<file path="config.mk">
export PLATFORM = sky130hd
export DESIGN_NAME = pwmd_top
export DESIGN_NICKNAME = d
export VERILOG_FILES = /design/src/hw/pwmd_pkg.sv /design/src/hw/pwmd_deadband.sv /design/src/hw/pwmd_sync.sv /design/src/hw/pwmd_top.sv
export VERILOG_INCLUDE_DIRS = /design/src /design/src/hw
export SDC_FILE = /design/constraint.sdc
export NUM_CORES = 1
export LEC_CHECK = 0
export BUFFER_PORTS_ARGS = -buffer_cell sky130_fd_sc_hd__buf_2
export CAP_MARGIN = 0
export CORE_ASPECT_RATIO = 2
export CORE_UTILIZATION = 45
export CTS_CLUSTER_DIAMETER = 120
export DETAILED_ROUTE_END_ITERATION = 6
export HOLD_SLACK_MARGIN = 0.03
export MAX_ROUTING_LAYER = met4
export PLACE_DENSITY = 0.67
export REMOVE_ABC_BUFFERS = 1
export SLEW_MARGIN = 15
export SYNTH_ARGS = -nofsm -noshare
export SYNTH_HDL_FRONTEND = slang
export SYNTH_SLANG_ARGS = --single-unit
</file>
<file path="constraint.sdc">
create_clock -name clock -period 4.25 [get_ports clock]
set_input_delay 0.6375 -clock clock [delete_from_list [all_inputs] [get_ports clock]]
set_output_delay 0.6375 -clock clock [all_outputs]
set_load 0.005 [all_outputs]
</file>
<file path="src/hw/pwmd_regs.svh">
`ifndef PWMD_REGS_SVH
`define PWMD_REGS_SVH

// ------------------------------------------------------------
// register offsets on the plain register port
// ------------------------------------------------------------
`define PWMD_DEL_ADDR 2'h0
`define PWMD_AS_ADDR 2'h1

// ------------------------------------------------------------
// reset values
// ------------------------------------------------------------
`define PWMD_DEL_RESET 8'h00
`define PWMD_AS_RESET 8'h00
`define PWMD_COUNT_RESET 7'h00

// ------------------------------------------------------------
// field positions, dead-band / restart register
// ------------------------------------------------------------
`define PWMD_RESTART_BIT 7
`define PWMD_COUNT_MSB 6
`define PWMD_COUNT_LSB 0

// ------------------------------------------------------------
// field positions, auto-shutdown register
// ------------------------------------------------------------
`define PWMD_STATUS_BIT 7
`define PWMD_SRC_MSB 6
`define PWMD_SRC_LSB 4
`define PWMD_AC_MSB 3
`define PWMD_AC_LSB 2
`define PWMD_BD_MSB 1
`define PWMD_BD_LSB 0

// ------------------------------------------------------------
// bits inside the source-select and shutdown-state fields
// ------------------------------------------------------------
`define PWMD_SRC_CMP1 0
`define PWMD_SRC_CMP2 1
`define PWMD_SRC_FAULT 2
`define PWMD_STATE_TRI 1
`define PWMD_STATE_HIGH 0

`endif

</file>
<file path="src/hw/pwmd_pkg.sv">
`include "pwmd_regs.svh"

package pwmd_pkg;

   // ------------------------------------------------------------
   // output configurations, in the order of their select encoding
   // ------------------------------------------------------------
   typedef enum logic [1:0] {
      pwmd_cfg_single,
      pwmd_cfg_half,
      pwmd_cfg_full_fwd,
      pwmd_cfg_full_rev
   } pwmd_cfg_type;

   // ------------------------------------------------------------
   // shared decode
   // ------------------------------------------------------------
   // any enabled source asserted (sources given active high)
   function automatic logic pwmd_src_hit(input logic [2:0] sel, input logic [2:0] src);
      pwmd_src_hit = |(sel & src);
   endfunction : pwmd_src_hit

   // pin level of a pair while shut down
   function automatic logic pwmd_shut_level(input logic [1:0] state);
      pwmd_shut_level = state[`PWMD_STATE_HIGH] & ~state[`PWMD_STATE_TRI];
   endfunction : pwmd_shut_level

endpackage : pwmd_pkg

</file>
<file path="src/hw/pwmd_deadband.sv">
`timescale 1ns/1ns

module pwmd_deadband import pwmd_pkg::*; #(
   parameter int COUNT_W = 7
) (
   // clock and reset
   input wire logic clock,
   input wire logic srst,
   // control
   input wire logic enable,
   input wire logic [COUNT_W-1:0] count,
   // scheduled and delayed active level
   input wire logic sched,
   output logic actual
);

   logic [COUNT_W-1:0] cnt_reg; // cycles since scheduled activation
   logic [COUNT_W-1:0] cnt_next; // counter, next
   logic done; // programmed delay has elapsed

   // ------------------------------------------------------------
   // counter restarts whenever the scheduled level is inactive
   // ------------------------------------------------------------
   assign done = (cnt_reg >= count);
   assign cnt_next = (!sched) ? `PWMD_COUNT_RESET :
                     (done ? cnt_reg : cnt_reg + 1'b1);
   // only the rising edge is held back; falling passes at once
   assign actual = sched & (~enable | done);

   // counter register
   always_ff @(posedge clock) begin
      if (srst) begin
         cnt_reg <= `PWMD_COUNT_RESET;
      end else begin
         cnt_reg <= cnt_next;
      end
   end
endmodule : pwmd_deadband

</file>
<file path="src/hw/pwmd_sync.sv">
`timescale 1ns/1ns

module pwmd_sync #(
   parameter int WIDTH = 3
) (
   // clock and reset
   input wire logic clock,
   input wire logic srst,
   // asynchronous levels in
   input wire logic [WIDTH-1:0] async_in,
   // filtered levels out
   output logic [WIDTH-1:0] sync_out
);

   logic [WIDTH-1:0] stage1_reg; // metastability catcher, read only by stage2
   logic [WIDTH-1:0] stage2_reg; // second stage
   logic [WIDTH-1:0] stage3_reg; // third stage
   logic [WIDTH-1:0] out_reg; // accepted level
   logic [WIDTH-1:0] out_next; // accepted level, next

   // ------------------------------------------------------------
   // accept a change only once stages two and three agree
   // ------------------------------------------------------------
   assign out_next = (stage2_reg == stage3_reg) ? stage3_reg : out_reg;
   assign sync_out = out_reg;

   // shift chain
   always_ff @(posedge clock) begin
      if (srst) begin
         stage1_reg <= '0;
         stage2_reg <= '0;
         stage3_reg <= '0;
         out_reg <= '0;
      end else begin
         stage1_reg <= async_in;
         stage2_reg <= stage1_reg;
         stage3_reg <= stage2_reg;
         out_reg <= out_next;
      end
   end

endmodule : pwmd_sync

</file>
<file path="src/hw/pwmd_top.sv">
// ------------------------------------------------------------
// ------------------------------------------------------------
//
// Strobed register access and the address map were left to the implementer.
`timescale 1ns/1ns
`include "pwmd_regs.svh"

module pwmd_top import pwmd_pkg::*; #(
   parameter int COUNT_W = 7,
   parameter int ADDR_W = 2
) (
   // clock and reset
   input wire logic clock,
   input wire logic srst,
   // register port
   input wire logic [ADDR_W-1:0] reg_addr,
   input wire logic [7:0] reg_wdata,
   input wire logic reg_wr,
   input wire logic reg_rd,
   output logic [7:0] reg_rdata,
   // mode from the pwm control register
   input wire logic pwm_enhanced,
   input wire logic [1:0] output_config_select,
   input wire logic [1:0] pair_polarity_select,
   // scheduled levels from duty and steering logic
   input wire logic pwm_raw,
   input wire logic [3:0] bridge_steer,
   input wire logic period_match,
   // pin direction latches, one means input
   input wire logic [3:0] pin_direction,
   // shutdown sources
   input wire logic cmp1_out,
   input wire logic cmp2_out,
   input wire logic fault_input_n,
   // output pins
   output logic out_a,
   output logic out_b,
   output logic out_c,
   output logic out_d,
   output logic out_a_oe_n,
   output logic out_b_oe_n,
   output logic out_c_oe_n,
   output logic out_d_oe_n
);

   // ------------------------------------------------------------
   // declarations
   // ------------------------------------------------------------
   logic [7:0] del_reg; // restart enable and dead-band count
   logic [7:0] del_next; // dead-band register, next
   logic [6:0] as_cfg_reg; // source select and pair states
   logic [6:0] as_cfg_next; // shutdown config, next
   logic status_reg; // shutdown status
   logic status_next; // shutdown status, next
   logic run_reg; // pwm allowed in this period
   logic run_next; // run flag, next
   logic [7:0] rdata_reg; // read data, one cycle after strobe
   logic [7:0] rdata_next; // read data, next
   logic [3:0] level_reg; // registered normal pin levels
   logic [3:0] level_next; // normal pin levels, next

   wire del_sel = (reg_addr == `PWMD_DEL_ADDR); // dead-band register hit
   wire as_sel = (reg_addr == `PWMD_AS_ADDR); // shutdown register hit
   wire del_wr = reg_wr & del_sel; // write to dead-band register
   wire as_wr = reg_wr & as_sel; // write to shutdown register

   wire restart_en = del_reg[`PWMD_RESTART_BIT]; // auto-restart enable
   wire [COUNT_W-1:0] dead_band_count = del_reg[`PWMD_COUNT_MSB:`PWMD_COUNT_LSB];
   wire [2:0] src_sel = as_cfg_reg[`PWMD_SRC_MSB:`PWMD_SRC_LSB];
   wire [1:0] ac_state = as_cfg_reg[`PWMD_AC_MSB:`PWMD_AC_LSB];
   wire [1:0] bd_state = as_cfg_reg[`PWMD_BD_MSB:`PWMD_BD_LSB];

   pwmd_cfg_type cfg; // decoded output configuration
   assign cfg = pwmd_cfg_type'(output_config_select);
   wire half_mode = pwm_enhanced & (cfg == pwmd_cfg_half);

   // ------------------------------------------------------------
   // shutdown sources, all active high inside
   // ------------------------------------------------------------
   logic [2:0] src_raw; // straight from the pins
   logic [2:0] src_sync; // filtered onto the clock
   always_comb begin
      src_raw = 3'h0;
      src_raw[`PWMD_SRC_CMP1] = cmp1_out;
      src_raw[`PWMD_SRC_CMP2] = cmp2_out;
      src_raw[`PWMD_SRC_FAULT] = ~fault_input_n;
   end

   // three-stage filter before the status bit sees a source
   pwmd_sync #(
      .WIDTH(3)
   ) u_sync (
      .clock(clock),
      .srst(srst),
      .async_in(src_raw),
      .sync_out(src_sync)
   );

   // asynchronous cause drives the pins, synchronous one the status
   wire cause_async = pwm_enhanced & pwmd_src_hit(src_sel, src_raw);
   wire cause_sync = pwm_enhanced & pwmd_src_hit(src_sel, src_sync);

   // ------------------------------------------------------------
   // status and period gating
   // ------------------------------------------------------------
   // cause wins over any write or auto clear
   assign status_next = cause_sync ? 1'b1 :
                        as_wr ? reg_wdata[`PWMD_STATUS_BIT] :
                        (restart_en & status_reg) ? 1'b0 :
                        status_reg;
   // run flag only changes to one at a period boundary
   assign run_next = period_match ? ~status_reg :
                     (status_reg ? 1'b0 : run_reg);

   wire shut_any = pwm_enhanced & (cause_async | status_reg | ~run_reg);

   // ------------------------------------------------------------
   // register writes and reads
   // ------------------------------------------------------------
   assign del_next = del_wr ? reg_wdata : del_reg;
   assign as_cfg_next = as_wr ? reg_wdata[6:0] : as_cfg_reg;
   assign rdata_next = !reg_rd ? 8'h00 :
                       del_sel ? del_reg :
                       as_sel ? {status_reg, as_cfg_reg} :
                       8'h00; // unmapped reads zero

   // configuration registers
   always_ff @(posedge clock) begin
      if (srst) begin
         del_reg <= `PWMD_DEL_RESET;
         as_cfg_reg <= 7'(`PWMD_AS_RESET);
      end else begin
         del_reg <= del_next;
         as_cfg_reg <= as_cfg_next;
      end
   end

   // status, run flag and read data
   always_ff @(posedge clock) begin
      if (srst) begin
         status_reg <= 1'b0;
         run_reg <= 1'b0;
         rdata_reg <= 8'h00;
      end else begin
         status_reg <= status_next;
         run_reg <= run_next;
         rdata_reg <= rdata_next;
      end
   end

   assign reg_rdata = rdata_reg;

   // ------------------------------------------------------------
   // scheduled active levels per configuration
   // ------------------------------------------------------------
   logic [3:0] sched; // order d c b a
   always_comb begin
      case (cfg)
         pwmd_cfg_single: begin
            sched = {3'h0, pwm_raw};
         end
         pwmd_cfg_half: begin
            sched = {2'h0, ~pwm_raw, pwm_raw};
         end
         pwmd_cfg_full_fwd, pwmd_cfg_full_rev: begin
            sched = bridge_steer;
         end
         default: begin
            sched = 4'h0;
         end
      endcase
   end

   // ------------------------------------------------------------
   // dead-band delay per output
   // ------------------------------------------------------------
   logic [3:0] delayed; // active level after dead-band
   genvar gi;
   generate
      for (gi = 0; gi < 4; gi++) begin : g_db
         pwmd_deadband #(
            .COUNT_W(COUNT_W)
         ) u_db (
            .clock(clock),
            .srst(srst),
            .enable(half_mode),
            .count(dead_band_count),
            .sched(sched[gi]),
            .actual(delayed[gi])
         );
      end
   endgenerate

   // ------------------------------------------------------------
   // polarity: a one in the select bit makes that pair active low
   // ------------------------------------------------------------
   wire pol_ac = pair_polarity_select[1]; // a/c pair
   wire pol_bd = pair_polarity_select[0]; // b/d pair
   assign level_next = delayed ^ {pol_bd, pol_ac, pol_bd, pol_ac};

   // normal pin levels
   always_ff @(posedge clock) begin
      if (srst) begin
         level_reg <= 4'h0;
      end else begin
         level_reg <= level_next;
      end
   end

   // ------------------------------------------------------------
   // pin stage: shutdown override bypasses the clock
   // ------------------------------------------------------------
   wire ac_tri = ac_state[`PWMD_STATE_TRI]; // a/c float in shutdown
   wire bd_tri = bd_state[`PWMD_STATE_TRI]; // b/d float in shutdown
   wire ac_lvl = pwmd_shut_level(ac_state);
   wire bd_lvl = pwmd_shut_level(bd_state);

   assign out_a = shut_any ? ac_lvl : level_reg[0];
   assign out_c = shut_any ? ac_lvl : level_reg[2];
   assign out_b = shut_any ? bd_lvl : level_reg[1];
   assign out_d = shut_any ? bd_lvl : level_reg[3];
   // direction latches decide drive; shutdown may float a pair
   assign out_a_oe_n = pin_direction[0] | (shut_any & ac_tri);
   assign out_c_oe_n = pin_direction[2] | (shut_any & ac_tri);
   assign out_b_oe_n = pin_direction[1] | (shut_any & bd_tri);
   assign out_d_oe_n = pin_direction[3] | (shut_any & bd_tri);
endmodule : pwmd_top

</file>
Word level (Yosys, flattened, before mapping)
Cells that the tools add are included.
{"block": "classes", "n_addsub": 4, "n_lt_le_gt_ge": 4, "n_eq_ne": 5, "n_mux": 12, "bitwise_logic": 40, "reduce_logical": 12}
{"op": "7-bit by 1-bit adder with 7-bit output (second input constant)", "n": 4}
{"op": "7-bit greater-or-equal comparator", "n": 4}
{"op": "8-bit 2-to-1 mux", "n": 2}
{"op": "1-bit bitwise AND", "n": 15}
{"op": "1-bit NOT", "n": 12}
{"op": "4-bit one-hot mux with 3 select lines", "n": 1}
{"op": "2-bit OR reduction", "n": 6}
{"op": "1-bit OR", "n": 10}
{"op": "1-bit 2-to-1 mux", "n": 9}
{"op": "3-bit bitwise AND", "n": 2}
{"op": "3-bit OR reduction", "n": 2}
{"op": "2-bit by 1-bit equality test with 1-bit output (second input constant)", "n": 2}
{"op": "2-bit equality test (second input constant)", "n": 2}
{"op": "2-bit logical NOT", "n": 2}
{"op": "4-bit bitwise XOR", "n": 1}
{"op": "3-bit equality test", "n": 1}
{"op": "3-bit nonzero test", "n": 1}
{"op": "2-bit nonzero test", "n": 1}
{"block": "word_totals", "regBits": 69, "word_cells": 91}

Depth between registers and ports, before layout
Gate-level depths: netlist of run 1.
{"block": "depth", "depth_word": 9, "mapped_depth": 7, "mapped_depth_nobuf": 7}

By module
From an unflattened synthesis of run 1, not the netlist that was laid out.
{"block": "hier_totals", "hier_cells": 408, "area_unflattened_um2": 3612.2}
{"mod": "pwmd_deadband", "instances": 4, "cells_each": 62, "area_each_um2": 488.0, "seq_area_each_um2": 140.1}
{"mod": "pwmd_top", "instances": 1, "cells_each": 123, "area_each_um2": 1256.2, "seq_area_each_um2": 580.6}
{"mod": "pwmd_sync", "instances": 1, "cells_each": 37, "area_each_um2": 404.1, "seq_area_each_um2": 240.2}

Worst setup path after synthesis of run 1
No wires, ideal clock.
{"block": "synth_timing", "path_kind": "in2out", "startpoint": "in fault_input_n", "endpoint": "out out_a", "arrival_ps": 1579, "t_required_ps": 3612, "setup_slack_ps": 2033, "path_stages": 3, "path_buffers": 0, "cell_sequence": "nand2b_1 > a41oi_1 > mux2_2"}
{"block": "synth_via", "elab_chain_len": 8}
{"element": "start, declared", "line": "pwmd_top.sv:34", "source": "input wire logic fault_input_n,"}
{"element": "1-bit NOT", "line": "pwmd_top.sv:86", "source": "src_raw[`PWMD_SRC_FAULT] = ~fault_input_n;"}
{"element": "3-bit bitwise AND", "line": "pwmd_pkg.sv:20", "source": "pwmd_src_hit = |(sel & src);"}
{"element": "3-bit OR reduction", "line": "pwmd_pkg.sv:20"}
{"element": "1-bit bitwise AND", "line": "pwmd_top.sv:100", "source": "wire cause_async = pwm_enhanced & pwmd_src_hit(src_sel, src_raw);"}
{"element": "1-bit OR (2 in a row)", "line": "pwmd_top.sv:115", "source": "wire shut_any = pwm_enhanced & (cause_async | status_reg | ~run_reg);"}
{"element": "1-bit bitwise AND", "line": "pwmd_top.sv:115"}
{"element": "1-bit 2-to-1 mux", "line": "pwmd_top.sv:218", "source": "assign out_a = shut_any ? ac_lvl : level_reg[0];"}
{"element": "end, declared", "line": "pwmd_top.sv:36", "source": "output logic out_a,"}
No other way between the ends.

Final worst setup path of run 1
Same ends and word-level chain as after synthesis.

==> out/summary.txt, run 1 <==
CTS Buffer Depth - 2
Worst Setup Start Kind - input pin
H-tree levels - 2
syn avg cell area - 8.884 sq um
# diodes - 0
VDD IR max - 0.0003626 V
RSZ-0062 raised after global routing - no
fin crit period - 2.619 ns
Final Hold Viols - 0
Reg power frac - 57.5%
sequential share of the synthesized area - 42.88%
slowest CP cell - a41oi_1
Clock power frac - 30.8%
Tot GR Track Use - 19.18%
Initial Util - 46.96%
CP endpoint kind - primary output
fmax - 381.8 MHz
Comb power frac - 11.7%
Post-synth ARST share - 0%
vias per cell - 5.187
Post-synth top flop - dfxtp_1
Period Utilization, post-route - 61.63%
Slowest Stage Delay on Critical Path - 0.58 ns
Site Rows - 38
Die W - 55.41 um
Sw Pwr - 0.2309 mW
crit path kind - input pin to primary output
initial antenna violation count - 0
Post-Synthesis Cell Area - 0.002567 sq mm
Worst-path clk slew - 0.09 ns
max reg flops - 14
Power Density - 320.4 mW/mm^2
area delta synth->final - 14.18%
placed inst area - 0.002844 sq mm
pre-CTS setup slack - 1.634 ns
top cells by area, synth - dfxtp_1 43%, nor2_1 7.9%, ha_1 7.8%, mux2i_1 7.8%, a21oi_1 3.9%
Post-Syn Instances - 289
Nets - 383
CTS Root Cell - clkbuf_8
largest net degree at the start of global routing - 39
cell class contributing the biggest share of worst-path delay - compound AO/OA/AOI/OAI gates
commonest cells in the netlist - 55 x dfxtp_1, 54 x nor2_1, 20 x a21oi_1, 20 x mux2i_1, 19 x nand2_1
Yosys top cell by area - dfxtp_1
Leak - 1.297 nW
Least-Margin Pin Slew - 0.9351 ns
setup TNS - 0 ns
die height - 108.8 um
grt total ovfl - 0
Remaining DRCs - 0
Yosys cell types - 36
Net Sw Frac - 24.58%
EDFF count, synth - 0
GP Congestion - 0.8077
CTS resizes - 0
fin area - 0.002932 sq mm
CP cell instances - buf_2 > nand2b_1 > a41oi_1 > mux2_2 > buf_2
status - finished, final reports clean
most numerous cell in the Yosys netlist - dfxtp_1
critical path's most frequent cell - buf_2
first-pass GRT wire length - 8638 um
clk_skew - 0.004108 ns
HPWL Detailed - 4072 um
setup violators final - 0
Inserted Clock Buffers - 5
TritonRoute pass-1 iters - 4
Worst-Skew Late Latency - 0.31 ns
worst path bufs/invs - 2
core area - 0.005468 sq mm
WP data required - 3.61 ns
vias in the first global route - 1931
Fillers - 522
Crit Path Max Fanout - 6
Ys Warns - 0
routed len/inst - 13.28 um
I/O Buffers - 47
critical path arrival - 1.98 ns
final setup margin - 1.631 ns
Hold WS - 0.4432 ns
postcts setup bufs - 0
Final ANT Viol Nets - 0
hold-fix buffers at CTS - 0
Synth Register Bits - 55
Hold WC Path Type - flop to flop
io pins - 48
via count - 2049
Max Cap Viol - 0
total power - 0.9393 mW
CTS tree - yes
P_int - 0.7084 mW
Synth top area share - 42.88%
Slew HR - 37.39%
die footprint - 0.006030 sq mm
clk sinks - 55
Initial DRC Count - 68
DRT Wirelength - 5245 um
share of layout cells above drive strength 1 - 18.51%
max-slew violations - 0
metrics by stage:
| step | util [%] | std cells |
|---|---|---|
| 3_3_place_gp | 52.01 | 388 |
| 6_report | 53.62 | 395 |
| 3_5_place_dp | 52.01 | 388 |
| 2_1_floorplan | - | 281 |
| 4_1_cts | 53.62 | 395 |
| 5_1_grt | 53.62 | 395 |
power groups by stage:
stage	clock network (mW)	registers [mW]	logic, mW
floorplan	0	0.549	0.0663
global placement	0	0.552	0.109
detailed placement	0	0.552	0.110
CTS	0.302	0.540	0.111
global route	0.318	0.542	0.125
finish	0.289	0.540	0.110
layer usage:
metal / part of all wire, % / track usage [%] / vias up / wire length [um]
li1: - / - / 1061 / -
met1: 38 / 18.37 / 949 / 1980
met2: 58 / 36.40 / 35 / 3061
met3: 2.8 / 4.745 / 4 / 147
met4: 1.0 / 7.143 / 0 / 55
met5: 0 / - / - / 0
cells by family after synthesis:
group | after synthesis | share of synthesized area [%]
xor+xnor | 15 | 5.117
compound gates | 44 | 10.67
simple gates | 110 | 19.59
mux | 26 | 10.43
buf+inv | 23 | 3.509
fa+ha+maj | 16 | 7.797
flops | 55 | 42.89
cell type report:
type / instances / area [sq um] / area share (%)
multi-input combinational: 211 / 1376 / 46.95
sequential: 55 / 1101 / 37.56
timing repair buffer: 47 / 235.2 / 8.024
clock buffer: 6 / 82.58 / 2.817
tap: 60 / 75.07 / 2.561
inverter: 15 / 56.30 / 1.921
clock inverter: 1 / 5.005 / 0.1707
worst paths after layout:
kind	start	end	slack (ns)	cells past startpoint
worst min-delay path	u_sync.stage1_reg[1]	u_sync.stage2_reg[1]	0.44	1
worst min register to register	u_sync.stage1_reg[1]	u_sync.stage2_reg[1]	0.44	1
worst max register to register	g_db[0].u_db.cnt_reg[0]	level_reg[0]	2.17	7
worst max-delay path	fault_input_n	out_a	1.63	5
cells in the final DEF, fill, tap and decap left out, types with 8 or more instances in the layout:
cell type,n
dfxtp_1,55
nor2_1,54
buf_2,47
a21oi_1,20
mux2i_1,20
nand2_1,19
ha_1,16
inv_1,15
nor2b_1,14
xnor2_1,11
nand3_1,8
Power figures use the tool's default switching activity.
==> inputs of run 2 (changes only) <==
--- a/config.mk
+++ b/config.mk
@@ -6,6 +6,7 @@
 export SDC_FILE = /design/constraint.sdc
 export NUM_CORES = 1
 export LEC_CHECK = 0
+export ABC_AREA = 1
 export BUFFER_PORTS_ARGS = -buffer_cell sky130_fd_sc_hd__buf_2
 export CAP_MARGIN = 0
 export CORE_ASPECT_RATIO = 2
@@ -14,7 +15,7 @@
 export DETAILED_ROUTE_END_ITERATION = 6
 export HOLD_SLACK_MARGIN = 0.03
 export MAX_ROUTING_LAYER = met4
-export PLACE_DENSITY = 0.67
+export PLACE_DENSITY = 0.69
 export REMOVE_ABC_BUFFERS = 1
 export SLEW_MARGIN = 15
 export SYNTH_ARGS = -nofsm -noshare
==> constraint.sdc (replaced) <==
create_clock -name clock -period 2.29 [get_ports clock]
set_input_delay 0.3435 -clock clock [delete_from_list [all_inputs] [get_ports clock]]
set_output_delay 0.3435 -clock clock [all_outputs]
set_load 0.005 [all_outputs]
==> run 2 against run 1 <==
  * Clock power rose to 2.7 times the previous value
  * Combinational power is 140% higher
  * Count of clock-buffer cells in the layout is 1 lower
  * Sequential power is 87% higher
  * Critical path depth rose by 3
  * Register-to-register slack got worse by 1.5 ns
  * Critical path type is now flop to primary output
==> out/summary.txt, run 2 <==
status - finished, final reports clean
Initial DRC Count - 79 (+16%)
first-pass GRT wire length - 10010 um (+16%)
RSZ-0062 raised after global routing - no
via count - 2412 (+18%)
postcts setup bufs - 0 (unchanged)
die footprint - 0.006287 sq mm (+4.3%)
Worst-path clk slew - 0.07 ns (-0.02 ns)
RR Startpoint - del_reg[6]
syn avg cell area - 7.383 sq um (-17%)
R2R depth - 8 (+1)
vias in the first global route - 2268 (+17%)
largest net degree at the start of global routing - 20 (-49%)
pre-CTS setup slack - 0.6627 ns (-0.9711 ns)
Final Hold Viols - 0 (unchanged)
setup TNS - 0 ns (unchanged)
# diodes - 0 (unchanged)
total power - 2.049 mW (+120%)
HPWL Detailed - 4694 um (+15%)
Hold Crit Depth - 2 (+1)
Final ANT Viol Nets - 0 (unchanged)
Yosys cell types - 24 (-33%)
CTS Buffer Depth - 2 (unchanged)
max reg flops - 14 (unchanged)
final setup margin - 0.3942 ns (-1.236 ns)
WP data required - 1.95 ns (-1.66 ns)
H-tree levels - 2 (unchanged)
DRT Wirelength - 5982 um (+14%)
Core Util, Final - 54.50% (+0.89 points)
TritonRoute pass-1 iters - 4 (unchanged)
max-slew violations - 0 (unchanged)
die height - 111.1 um (+2.1%)
commonest non-fill, non-tap cell in the layout - nand2_1
commonest non-fill, non-tap cells in the layout - 109 x nand2_1, 55 x dfxtp_1, 47 x buf_2, 44 x a21oi_1, 37 x inv_1
Reg-to-Reg End - level_reg[1]
Worst Setup Start Kind - flop
Leak - 1.413 nW (+8.9%)
core area - 0.005709 sq mm (+4.4%)
fmax - 527.5 MHz
Post-synth ARST share - 0% (unchanged)
Post-Synthesis Cell Area - 0.002680 sq mm (+4.4%)
crit path kind - flop to primary output
fin crit period - 1.896 ns
grt total ovfl - 0 (unchanged)
Synth Register Bits - 55 (unchanged)
CTS Root Cell - clkbuf_16
GP Congestion - 0.8533 (+5.6%)
commonest cells in the netlist - 109 x nand2_1, 55 x dfxtp_1, 44 x a21oi_1, 37 x inv_1, 28 x nor2_1
vias per cell - 5.078 (-2.1%)
I/O Buffers - 47 (unchanged)
clk sinks - 55 (unchanged)
r2r setup slk - 0.72 ns (-1.45 ns)
Hold WC Path Type - input pin to flop
Nets - 461 (+20%)
Power Density - 658.6 mW/mm^2 (+110%)
Initial Util - 46.94% (about the same)
Least-Margin Pin Slew - 0.5647 ns (-0.3703 ns)
Post-Syn Instances - 363 (+26%)
EDFF count, synth - 0 (unchanged)
Ys Warns - 0 (unchanged)
area delta synth->final - 16.11%
Inserted Clock Buffers - 5 (unchanged)
Non-Filler Instances - 475 (+20%)
share of layout cells above drive strength 1 - 17.63% (-0.87 points)
Max Cap Viol - 0 (unchanged)
clk_skew - 0.004670 ns (+0.0005613 ns)
io pins - 48 (unchanged)
Synth top area share - 41.08% (-1.8 points)
Post-synth top flop - dfxtp_1
Remaining DRCs - 0 (unchanged)
hold-fix buffers at CTS - 0 (unchanged)
CTS tree - yes
most numerous cell in the Yosys netlist - nand2_1
Site Rows - 39 (+2.6%)
Tot GR Track Use - 20.98% (+1.8 points)
critical path arrival - 1.55 ns (-0.43 ns)
CTS resizes - 0 (unchanged)
end point of the worst hold path - u_sync.stage1_reg[2]
sequential share of the synthesized area - 41.08% (-1.8 points)
Slew HR - 62.31% (+25 points)
placed cell count - 467 (+20%)
top cells by area, synth - dfxtp_1 41%, nand2_1 15%, a21oi_1 8.2%, ha_1 7.5%, inv_1 5.2%
Yosys top cell by area - dfxtp_1
Worst-Skew Late Latency - 0.29 ns (-0.02 ns)
initial antenna violation count - 0 (unchanged)
Period Utilization, post-route - 82.79%
routed len/inst - 12.59 um (-5.2%)
Die W - 56.57 um (+2.1%)
setup violators final - 0 (unchanged)
VDD IR max - 0.0007375 V (+100%)
Crit Path Max Fanout - 9 (+3)
crit path launch - run_reg
CP endpoint kind - primary output
Worst Hold Launch - fault_input_n
-- run 2: cell count changes after synthesis, sizes merged, moves of 9 or more --
cell / delta
nor2: -24
inv: +28
nand2: +96
o21ai: +9
mux2i: -20
nor2b: -14
a21oi: +26
-- run 2: worst max-delay path by stage --
| stage | end | slack [ns] | cells after the start |
|---|---|---|---|
| CTS | out_b | 0.38 | 8 |
| floorplan | level_reg[0] | 0.95 | 8 |
| detailed placement | out_b | 0.66 | 8 |
| global route | out_c | 0.27 | 8 |
| global placement | reg_rdata[4] | 0.69 | 4 |
| finish | out_b | 0.39 | 8 |
-- run 2: area by class of cell --
class                           count  area (sq um)
Tap cell                           61         76.32
Inverter                           43         166.4
Clock buffer                        5         125.1
Fill cell                         549          2597
Sequential cell                    55          1101
Multi-Input combinational cell    259          1364
Clock inverter                      3         28.78
Timing Repair Buffer               49         250.2
-- run 2: critical path, cell delays in order (launching register included) --
cell and delay, ns:
dfxtp_1 0.33, inv_1 0.04, nor2_1 0.11, nand4_1 0.14
nand2_1 0.27, inv_1 0.10, nand3_1 0.10, nand2_1 0.06
buf_2 0.12
-- run 2: cells by family (layout without fill, tap and decap cells) --
logic type	count (synthesis)	after routing	synth area share, %
buffers and inverters	49	100	8.029
flip-flops	55	55	41.08
adder cells (fa/ha/maj)	16	16	7.470
XOR/XNOR	13	13	4.248
AO/OA/AOI/OAI	66	66	13.54
AND/OR/NAND/NOR	164	164	25.63
-- run 2: power by group --
group          total (mW)  internal [mW]  leakage, nW  switching [mW]
combinational       0.262         0.0918        0.889           0.170
clock               0.777          0.417       0.0759           0.360
sequential           1.01          0.991        0.449          0.0200
total                2.05           1.50         1.41           0.550
-- run 2: per-stage QoR --
step | instance area [sq um] | hold WS (ns)
floorplan | 2631 | 0.3883
global placement | 2958 | 0.3988
detailed placement | 2958 | 0.3989
CTS | 3112 | 0.2092
global route | 3112 | 0.2119
finish | 3112 | 0.2134
-- run 2: layer usage --
metal,track usage [%],vias up,share of wire [%]
met5,-,-,0
met1,19.46,1105,36
met4,11.87,0,4.3
met3,2.567,17,2.2
li1,-,1250,-
met2,39.37,40,58
